File: config.mk
export PLATFORM = sky130hd
export DESIGN_NAME = crcu_flash_scan
export DESIGN_NICKNAME = d
export VERILOG_FILES = /design/src/crcu_pkg.sv /design/src/crcu_flash_scan.sv
export SDC_FILE = /design/constraint.sdc
export NUM_CORES = 1
export LEC_CHECK = 0
export BUFFER_PORTS_ARGS = -buffer_cell sky130_fd_sc_hd__buf_2
export CAP_MARGIN = 25
export CORE_MARGIN = 2
export CORE_UTILIZATION = 30
export DETAILED_ROUTE_END_ITERATION = 10
export PLACE_DENSITY = 0.5
export SYNTH_ARGS = -nofsm -noshare
export SYNTH_HDL_FRONTEND = slang
export SYNTH_SLANG_ARGS = --single-unit
File: constraint.sdc
create_clock -name clk -period 4.4 [get_ports clk]
set_input_delay 0.44 -clock clk [delete_from_list [all_inputs] [get_ports clk]]
set_output_delay 0.44 -clock clk [all_outputs]
set_load 0.01 [all_outputs]
File: src/crcu_pkg.sv
// constants for the byte-wide checksum unit with flash scan
package crcu_pkg;
    // register addresses on the special-function bus
    localparam logic [7:0] ADDR_RESULT_PORT = 8'h91;
    localparam logic [7:0] ADDR_CONTROL = 8'h92;
    localparam logic [7:0] ADDR_INPUT_BYTE = 8'h93;
    localparam logic [7:0] ADDR_BIT_REVERSER = 8'h95;
    localparam logic [7:0] ADDR_SCAN_CONTROL = 8'h96;
    localparam logic [7:0] ADDR_SCAN_COUNT = 8'h97;

    // control register fields
    localparam int CTL_POLY_BIT = 4;
    localparam int CTL_INIT_BIT = 3;
    localparam int CTL_SEED_BIT = 2;
    localparam int CTL_PTR_LSB = 0;

    // scan control register fields
    localparam int SCAN_ENABLE_BIT = 7;
    localparam int SCAN_DONE_BIT = 6;
    localparam int FIELD_LSB = 0;
    localparam int FIELD_W = 6;

    // polynomials and seeds
    localparam logic [15:0] POLY16 = 16'h1021;
    localparam logic [31:0] POLY32 = 32'h04c11db7;
    localparam logic [31:0] POLY32_REFLECTED = 32'hedb88320;
    localparam logic [31:0] SEED_ZEROS = 32'h00000000;
    localparam logic [31:0] SEED_ONES = 32'hffffffff;

    // result pointer codes
    localparam logic [1:0] PTR_B0 = 2'h0;
    localparam logic [1:0] PTR_B1 = 2'h1;
    localparam logic [1:0] PTR_B2 = 2'h2;
    localparam logic [1:0] PTR_B3 = 2'h3;
    localparam logic [1:0] PTR_STEP = 2'h1;

    // flash block geometry: 1024-byte blocks
    localparam int BLOCK_SHIFT = 10;

    // reset values
    localparam logic [7:0] RST_BYTE = 8'h00;
    localparam logic [5:0] RST_FIELD = 6'h00;
    localparam logic RST_DONE = 1'b1;
endpackage

File: src/crcu_flash_scan.sv
// checksum engine with pointer readout, bit reverser and automatic flash scan
// Notes on behaviour
// poly select 0 gives 32-bit poly and result, 1 gives 16-bit poly and result.
// writing 1 to init bit loads whole result with the chosen seed.
// seed select 0 loads all zeros, 1 loads all ones.
// pointer picks byte: 0 low, 1 next, 2 and 3 depend on result width.
// pointer advances after every read or write of the result port.
// reading the result port returns the byte the pointer selects.
// each byte written to the input register is folded into the result.
// software waits one instruction after init before reading the result port.
// with scan enabled and a nonzero block count, any control write starts a flash scan.
// done flag is 0 while scanning, resets to 1, reads always give 1.
// first scan address is start block times 1024.
// last scan address is (start plus count) times 1024 minus one.
// byte written to the bit reverser reads back bit-reversed.
// software issues only benign instructions for three cycles after a scan start.
// 16-bit mode: xor byte into upper byte, shift left eight times with 0x1021.
// 32-bit mode: xor byte into low byte, shift right eight times with reflected poly.
// pointer wraps from 3 back to 0.
// scan feeds flash bytes in ascending order through the engine, then sets done.
`timescale 1ns/1ps

module crcu_flash_scan
    import crcu_pkg::*;
#(
    parameter int AW = 17
) (
    input wire logic clk,
    input wire logic nrst,
    input wire logic ce,
    input wire logic [7:0] sfrAddr,
    input wire logic sfrWe,
    input wire logic sfrRe,
    input wire logic [7:0] sfrWdata,
    output logic [7:0] sfrRdata,
    output logic coreStall,
    output logic [AW-1:0] flashAddr,
    output logic flashRe,
    input wire logic [7:0] flashData
);

    typedef enum logic [2:0] {
        SC_IDLE = 3'b001,
        SC_READ = 3'b010,
        SC_FOLD = 3'b100
    } crcu_scan_t;

    typedef struct packed {
        crcu_scan_t scan;
        logic [31:0] result;
        logic poly_select;
        logic seedSel;
        logic [1:0] ptr;
        logic [7:0] inputByte;
        logic [7:0] flipByte;
        logic scanEnable;
        logic scanDone;
        logic [5:0] startBlock;
        logic [5:0] blockCount;
        logic [AW-1:0] addr;
        logic [AW-1:0] lastAddr;
        logic [7:0] rdata;
        logic stall;
        logic rdStrobe;
    } crcu_state_t;

    crcu_state_t st;
    crcu_state_t next_st;

    // one input byte through the 16-bit engine
    function automatic logic [15:0] crc16Step(input logic [15:0] acc, input logic [7:0] b);
        logic [15:0] a;
        a = acc ^ {b, 8'h00};
        for (int i = 0; i < 8; i++) begin
            if (a[15]) begin
                a = {a[14:0], 1'b0} ^ POLY16;
            end else begin
                a = {a[14:0], 1'b0};
            end
        end
        return a;
    endfunction

    // one input byte through the reflected 32-bit engine
    function automatic logic [31:0] crc32Step(input logic [31:0] acc, input logic [7:0] b);
        logic [31:0] a;
        a = acc ^ {24'h000000, b};
        for (int i = 0; i < 8; i++) begin
            if (a[0]) begin
                a = {1'b0, a[31:1]} ^ POLY32_REFLECTED;
            end else begin
                a = {1'b0, a[31:1]};
            end
        end
        return a;
    endfunction

    // fold a byte using the selected width; 16-bit mode keeps upper half clear
    function automatic logic [31:0] foldByte(input logic [31:0] res, input logic sel16,
                                             input logic [7:0] b);
        logic [31:0] r;
        if (sel16) begin
            r = {16'h0000, crc16Step(res[15:0], b)};
        end else begin
            r = crc32Step(res, b);
        end
        return r;
    endfunction

    // bit index of the byte the pointer selects
    function automatic int byteLsb(input logic [1:0] p, input logic sel16);
        int l;
        unique case (p)
            PTR_B0: l = 0;
            PTR_B1: l = 8;
            PTR_B2: l = sel16 ? 0 : 16;
            PTR_B3: l = sel16 ? 8 : 24;
        endcase
        return l;
    endfunction

    function automatic logic [7:0] bitReverse(input logic [7:0] b);
        logic [7:0] r;
        r = 8'h00;
        for (int i = 0; i < 8; i++) begin
            r[i] = b[7-i];
        end
        return r;
    endfunction

    // the pointer walks the four result bytes and wraps from 3 back to 0
    function automatic logic [1:0] ptrAdvance(input logic [1:0] p);
        logic [1:0] n;
        n = p + PTR_STEP;
        return n;
    endfunction

    // first byte address of a flash block
    function automatic logic [AW-1:0] blockBase(input logic [6:0] blk);
        logic [AW-1:0] a;
        a = AW'(blk) << BLOCK_SHIFT;
        return a;
    endfunction

    // control readback: init and reserved bits always read 0
    function automatic logic [7:0] controlByte(input logic poly, input logic seed,
                                               input logic [1:0] p);
        logic [7:0] r;
        r = RST_BYTE;
        r[CTL_POLY_BIT] = poly;
        r[CTL_SEED_BIT] = seed;
        r[CTL_PTR_LSB +: 2] = p;
        return r;
    endfunction

    // scan readback: enable and done flags above a six-bit field
    function automatic logic [7:0] scanByte(input logic en, input logic done,
                                            input logic [FIELD_W-1:0] field);
        logic [7:0] r;
        r = RST_BYTE;
        r[SCAN_ENABLE_BIT] = en;
        r[SCAN_DONE_BIT] = done;
        r[FIELD_LSB +: FIELD_W] = field;
        return r;
    endfunction

    always_comb begin
        logic wr;
        logic rd;
        int lsb;
        logic [6:0] endBlock;
        wr = 1'b0;
        rd = 1'b0;
        lsb = 0;
        endBlock = 7'h00;
        next_st = st;
        next_st.rdStrobe = 1'b0;
        lsb = byteLsb(st.ptr, st.poly_select);
        unique case (st.scan)
            SC_IDLE: begin
                wr = sfrWe;
                rd = sfrRe;
                // registers answer only while idle; during a scan the core is stalled
                if (rd) begin
                    next_st.rdata = RST_BYTE;
                    unique case (sfrAddr)
                        ADDR_RESULT_PORT: begin
                            next_st.rdata = st.result[lsb +: 8];
                            next_st.ptr = ptrAdvance(st.ptr);
                        end
                        ADDR_CONTROL: begin
                            next_st.rdata = controlByte(st.poly_select, st.seedSel, st.ptr);
                        end
                        ADDR_INPUT_BYTE: next_st.rdata = st.inputByte;
                        ADDR_BIT_REVERSER: next_st.rdata = st.flipByte;
                        ADDR_SCAN_CONTROL: begin
                            next_st.rdata = scanByte(st.scanEnable, st.scanDone,
                                                     st.startBlock);
                        end
                        ADDR_SCAN_COUNT: next_st.rdata = scanByte(1'b0, 1'b0, st.blockCount);
                        default: next_st.rdata = RST_BYTE;
                    endcase
                end
                if (wr) begin
                    unique case (sfrAddr)
                        ADDR_RESULT_PORT: begin
                            // a write replaces the selected byte and steps the pointer
                            next_st.result[lsb +: 8] = sfrWdata;
                            next_st.ptr = ptrAdvance(st.ptr);
                        end
                        ADDR_CONTROL: begin
                            next_st.poly_select = sfrWdata[CTL_POLY_BIT];
                            next_st.seedSel = sfrWdata[CTL_SEED_BIT];
                            next_st.ptr = sfrWdata[CTL_PTR_LSB +: 2];
                            if (sfrWdata[CTL_INIT_BIT]) begin

                                next_st.result = sfrWdata[CTL_SEED_BIT] ? SEED_ONES
                                                                        : SEED_ZEROS;
                            end
                            // init lands first, so a scan started here uses the new seed
                            if (st.scanEnable) begin
                                endBlock = {1'b0, st.startBlock} + {1'b0, st.blockCount};
                                next_st.addr = blockBase({1'b0, st.startBlock});
                                next_st.lastAddr = blockBase(endBlock) - AW'(1);
                                next_st.scanDone = 1'b0;
                                next_st.stall = 1'b1;
                                if (st.blockCount == RST_FIELD) begin
                                    next_st.scanDone = 1'b1;
                                    next_st.stall = 1'b0;
                                end else begin
                                    next_st.scan = SC_READ;
                                    next_st.rdStrobe = 1'b1;
                                end
                            end
                        end
                        ADDR_INPUT_BYTE: begin
                            next_st.inputByte = sfrWdata;
                            next_st.result = foldByte(st.result, st.poly_select, sfrWdata);
                        end
                        ADDR_BIT_REVERSER: next_st.flipByte = bitReverse(sfrWdata);
                        ADDR_SCAN_CONTROL: begin
                            next_st.scanEnable = sfrWdata[SCAN_ENABLE_BIT];
                            next_st.startBlock = sfrWdata[FIELD_LSB +: FIELD_W];
                        end
                        ADDR_SCAN_COUNT: next_st.blockCount = sfrWdata[FIELD_LSB +: FIELD_W];
                        default: next_st.rdata = st.rdata;
                    endcase
                end
            end
            SC_READ: begin
                // flash answers one cycle after the read strobe
                next_st.scan = SC_FOLD;
            end
            SC_FOLD: begin
                // the byte asked for at the last strobe stands on flashData now
                next_st.result = foldByte(st.result, st.poly_select, flashData);
                if (st.addr == st.lastAddr) begin
                    next_st.scan = SC_IDLE;
                    next_st.scanDone = 1'b1;
                    next_st.stall = 1'b0;
                end else begin
                    next_st.addr = st.addr + AW'(1);
                    next_st.scan = SC_READ;
                    next_st.rdStrobe = 1'b1;
                end
            end
            default: begin
                // an illegal state code falls back to idle and releases the core
                next_st.scan = SC_IDLE;
                next_st.stall = 1'b0;
                next_st.scanDone = RST_DONE;
            end
        endcase
    end

    // ce low freezes every field, the one-cycle flash strobe included
    always_ff @(posedge clk or negedge nrst) begin
        if (!nrst) begin
            st.scan <= SC_IDLE;
            st.result <= SEED_ZEROS;
            st.poly_select <= 1'b0;
            st.seedSel <= 1'b0;
            st.ptr <= PTR_B0;
            st.inputByte <= RST_BYTE;
            st.flipByte <= RST_BYTE;
            st.scanEnable <= 1'b0;
            st.scanDone <= RST_DONE;
            st.startBlock <= RST_FIELD;
            st.blockCount <= RST_FIELD;
            st.addr <= '0;
            st.lastAddr <= '0;
            st.rdata <= RST_BYTE;
            st.stall <= 1'b0;
            st.rdStrobe <= 1'b0;
        end else if (ce) begin
            st <= next_st;
        end
    end

    assign sfrRdata = st.rdata;
    assign coreStall = st.stall;
    assign flashAddr = st.addr;
    assign flashRe = st.rdStrobe;

endmodule

== After elaboration in Yosys (flattened, before gate mapping) ==
Cells that the tools add are included.
Word-level totals
  register bits after elaboration: 113
  bits in latches: 0
  memory bits (writable): 0
  ROM bits: 0
  output and inout bits: 27
  logic and storage cells: 259
  memories kept: 0
Operators by class
  add/sub/neg operators: 5
  multiply operators: 0
  div/mod/pow operators: 0
  $lt $le $gt $ge: 0
  equal/unequal tests: 22
  shift-type cells: 3
  muxes and demuxes: 160
  bitwise gates (word level): 37
  reductions and logical operators: 16
Operator list (number)
  2-to-1 mux 32 bit: 62
  2-to-1 mux 16 bit: 42
  inverter 13 -> 14 bit: 16
  2-to-1 mux 13 bit: 16
  case mux 32 bit (4 select lines): 1
  2-to-1 mux 113 bit: 1
  case mux 32 bit (3 select lines): 1
  2-to-1 mux 34 bit: 2
  case mux 32 bit (2 select lines): 1
  XOR 32 x 8 -> 32 bit: 2
  equality test 8 bit, second input constant: 6
  inverter 3 bit: 16
  case mux 8 bit (6 select lines): 1
  case mux 17 bit (2 select lines): 1
  negation 32 -> 33 bit: 1
  variable shift 8 x 33 -> 32 bit, first input constant: 1
  variable part select 8 x 33 -> 32 bit: 1
  bitwise mux 32 bit: 1
  2-to-1 mux 8 bit: 4
  variable part select 32 x 32 -> 8 bit: 1
  XOR 16 bit: 2
  AND reduction 4 bit: 5
  adder 17 x 1 -> 17 bit, second input constant: 1
  equality test 17 bit: 1
  31 further kinds: 57

== Depth between registers and ports, before layout ==
  depth in word-level cells: 49
  mapped depth: 15
  mapped depth without buffers: 12

== Worst setup path after synthesis ==
Ideal clock, no wire load.
  kind: register to register
  start: reg st[74] (netlist bit)
  end: reg st[101] (netlist bit)
  arrival time: 3.140 ns
  data required time: 4.317 ns
  path slack: 1.177 ns
  stages on the path, launching flop included: 14
  buffers on the path: 3
  clock period less this slack: 3.223 ns
  path through: dfrtp_1 > buf_1 > inv_1 > ha_1 > nor2_1 > clkbuf_1 > ha_1 > nor2_1 > and3_1 > buf_1 > a21oi_1 > nor3_1 > a22oi_1 > o21ai_0
Between the ends
  longest elaborated chain between the ends: 8
  elaborated cells on any way between the ends: 12
  classes of those cells: 1 x add/sub; 3 x eq/ne; 2 x shift; 5 x mux; 1 x reduce/logical
Ends and longest elaborated chain
  from (decl): RTL line crcu_flash_scan.sv:67  | crcu_state_t st;
  from (signal assigned): RTL line crcu_flash_scan.sv:296  | st <= next_st;
  equality test 2 bit (tied with other cells): RTL line crcu_flash_scan.sv:113  | unique case (p)
  case mux 32 bit (4 select lines) *: RTL line crcu_flash_scan.sv:113
  negation 32 -> 33 bit *: RTL line crcu_flash_scan.sv:208  | next_st.result[lsb +: 8] = sfrWdata;
  variable part select 8 x 33 -> 32 bit / variable shift 8 x 33 -> 32 bit (equally long branches): RTL line crcu_flash_scan.sv:208
  bitwise mux 32 bit *: RTL line crcu_flash_scan.sv:208
  case mux 32 bit (3 select lines) *: RTL line crcu_flash_scan.sv:205  | unique case (sfrAddr)
  2-to-1 mux 113 bit *: RTL line crcu_flash_scan.sv:204  | if (wr) begin
  case mux 32 bit (2 select lines) *: RTL line crcu_flash_scan.sv:179  | unique case (st.scan)
Mark *: on every way between the ends. The rest lies on a longest branch, timed or not. The select of a mux whose other input is x is not followed.
A chain may end at the register's enable or synchronous reset.

== Worst setup path in the final report ==
Ends and elaborated chain as after synthesis.

==> results by group <==
Floorplanning
  • Die W: 178 µm
  • Number of I/O pins: 56
  • Die area: 31700 µm²
  • Core ar.: 29700 µm²
  • Die height: 178 µm
  • Initial core utilization: 30.6%
  • Row count: 63

Power
  • Worst IR Drop VDD: 206 µV
  • Power Density: 351 nW/µm²
  • Leakage: 0.00413 µW

STA
  • RSZ-0062 raised after global routing: no
  • Slew @ Worst Pin: 956 ps
  • Final Hold Vio Count: 0
  • Hold Slack: 73.9 ps
  • Clk_skew: 14.6 ps
  • Final min period: 3430 ps
  • FMAX: 291 MHz
  • Max_slew headroom: 35.8%
  • Setup TNS: 0 ps
  • Final period util: 78.0%
  • Fin. max-slew vios: 0
  • Final Setup Violations: 0

Critical path
  • Startpoint Class: flop
  • Setup Crit Path Kind: flop to flop
  • CP arrival: 3730 ps
  • Crit. End Element: flop
  • Data required, critical path: 4690 ps
  • Max FO, Critical Path: 15

GRT
  • Gr ovfl total: 0
  • Largest net degree at the start of global routing: 43
  • Initial antenna violation count: 0
  • Vias in the first global route: 7319
  • Wire length of the first global-routing pass: 46300 µm
  • GRT Resource Usage Total: 19.4%

Synth
  • Yosys warnings: 0
  • Register area share after synthesis: 28.6%
  • Post-synth cell types: 83
  • Cells after Synth: 1004
  • Avg Inst Size Synth: 9.06 µm²
  • EDFF count, synth: 0
  • Synth top area share: 28.1%
  • Synthesized area: 9100 µm²
  • Top cells by area, synth: dfrtp_1 28%, xnor2_1 13%, xor2_1 5.0%
  • Synth Flop Type: dfrtp_1
  • Ys async rst share: 100%
  • Synth area leader: dfrtp_1
  • Synth Net Count: 1050
  • Register bit count reported by yosys: 104

Finish
  • Nets: 1034
  • Footprint of the multi-input gates: 5880 µm²
  • Synth-to-Final Area Change: 6.91%
  • Design Area, Final: 9720 µm²
  • Layout cells sized above 1: 16.1%
  • Util after Layout: 32.7%
  • Most common cell after layout, fill and taps aside: xnor2_1
  • Fill cell count: 3088
  • Sequential Area: 2610 µm²
  • Commonest non-fill, non-tap cells in the layout: 133 x xnor2_1, 102 x dfrtp_1, 91 x nand2_1, 84 x a21oi_1, 63 x o21ai_0
  • Antenna cells: 0

Clock tree
  • H-tree levels: 3
  • Clock sink count: 104
  • Hold Buf Count CTS: 0
  • Number of post-CTS setup repair buffers: 0
  • Cts bufs inserted: 9
  • TritonCTS clock tree: yes
  • Clk_lat worst skew: 380 ps
  • CTS resizes: 0
  • Maximum buffer depth of the clock tree: 2
  • Root buf cell: clkbuf_16
  • Clock Pin Slew Worst Setup and Hold Paths: 90 ps

Placed design
  • Dpl cell area: 9410 µm²
  • Port Buf Inserts: 55
  • Routability-driven placement congestion ratio: 0.871
  • DPL Wire Length: 21500 µm

Flow run
  • Max-cap violations: 0

Routing
  • Remaining antenna violation count: 0
  • Via count: 7469
  • Routed wire length: 30000 µm
  • WL per Instance: 21.7 µm
  • Pre-antenna DRT Iters: 4
  • Number of remaining DRC errors: 0
  • Vias/cell: 5.40
  • 1st-iter DRT viols: 657

Hold path
  • HP Class: input pin to async pin

Status
  • Status: finished clean
## cell usage after synthesis (12+ instances only)
library cell,instances
xnor2_1,133
dfrtp_1,102
nand2_1,91
a21oi_1,84
o21ai_0,63
nor2_1,55
xor2_1,52
mux2_2,35
buf_4,33
clkbuf_1,28
mux2i_1,22
buf_2,19
inv_1,17
o21ai_1,17
ha_1,16
nor3_1,15
xnor2_2,14
nand3_1,12
## worst max-delay path, cell delays in order, from the launching register on
cell     delay (ps)
dfrtp_1         620
ha_1            350
nor2_1          530
or2_2           260
ha_1            280
nor2_1          250
and3_1          450
a21oi_1         120
nor3_1          200
a22oi_1         120
o21ai_0         170
## kinds of logic (layout without fill, tap and decap cells)
family,count (synthesis),in the layout,synth area share (%)
xor+xnor,215,215,24.4
flops,104,104,28.6
simple gates,240,240,13.1
mux,57,57,6.75
fa+ha+maj,17,17,2.42
buf+inv,112,101,6.84
compound gates,259,259,17.8
## cell type report
| class | instances | area share, % |
|---|---|---|
| multi-input combinational | 788 | 60.5 |
| sequential | 104 | 26.8 |
| tap | 390 | 5.02 |
| timing repair buffer | 67 | 3.78 |
| clock buffer | 9 | 2.32 |
| clock inverter | 7 | 0.888 |
| inverter | 18 | 0.695 |
## report_power, final
| part | switching [µW] | total [µW] | internal, µW |
|---|---|---|---|
| registers | 89.1 | 1070 | 985 |
| clock network | 486 | 903 | 417 |
| logic | 806 | 1430 | 628 |
| total | 1380 | 3410 | 2030 |
## metal layers
layer	GRT usage (%)	vias up	routed length, µm	share of wire (%)
li1	-	3464	-	-
met1	27.9	3688	14200	47
met2	30.0	272	13300	44
met3	3.03	45	1890	6.3
met4	5.46	0	641	2.1
met5	0	-	0	0
## state kept, by name, indices dropped and copies added, names as in the netlist
name,count
coreStall,1
flashAddr,17
flashRe,1
sfrRdata,8
st,77
## through the flow
step                power [µW]  setup slack [ps]  std cells
finish                    3410               966       1383
global route              3580               609       1383
CTS                       3410              1060       1383
detailed placement        2490              1090       1367
global placement          2500              1180       1367
floorplan                 2170              1180       1004
## worst paths after layout
kind                       slack (ps)         from  depth (start not counted)          end
min reg2reg                       490  sfrRdata[7]                          1  sfrRdata[7]
max in group asynchronous        3330         nrst                          2      st[110]
min                                70         nrst                          1       st[99]
min in group clk                  370           ce                          2      st[111]
max                               970       st[74]                         10      st[101]
max reg2reg                       970       st[74]                         10      st[101]
Note: power is estimated with default switching activity, not from simulation.
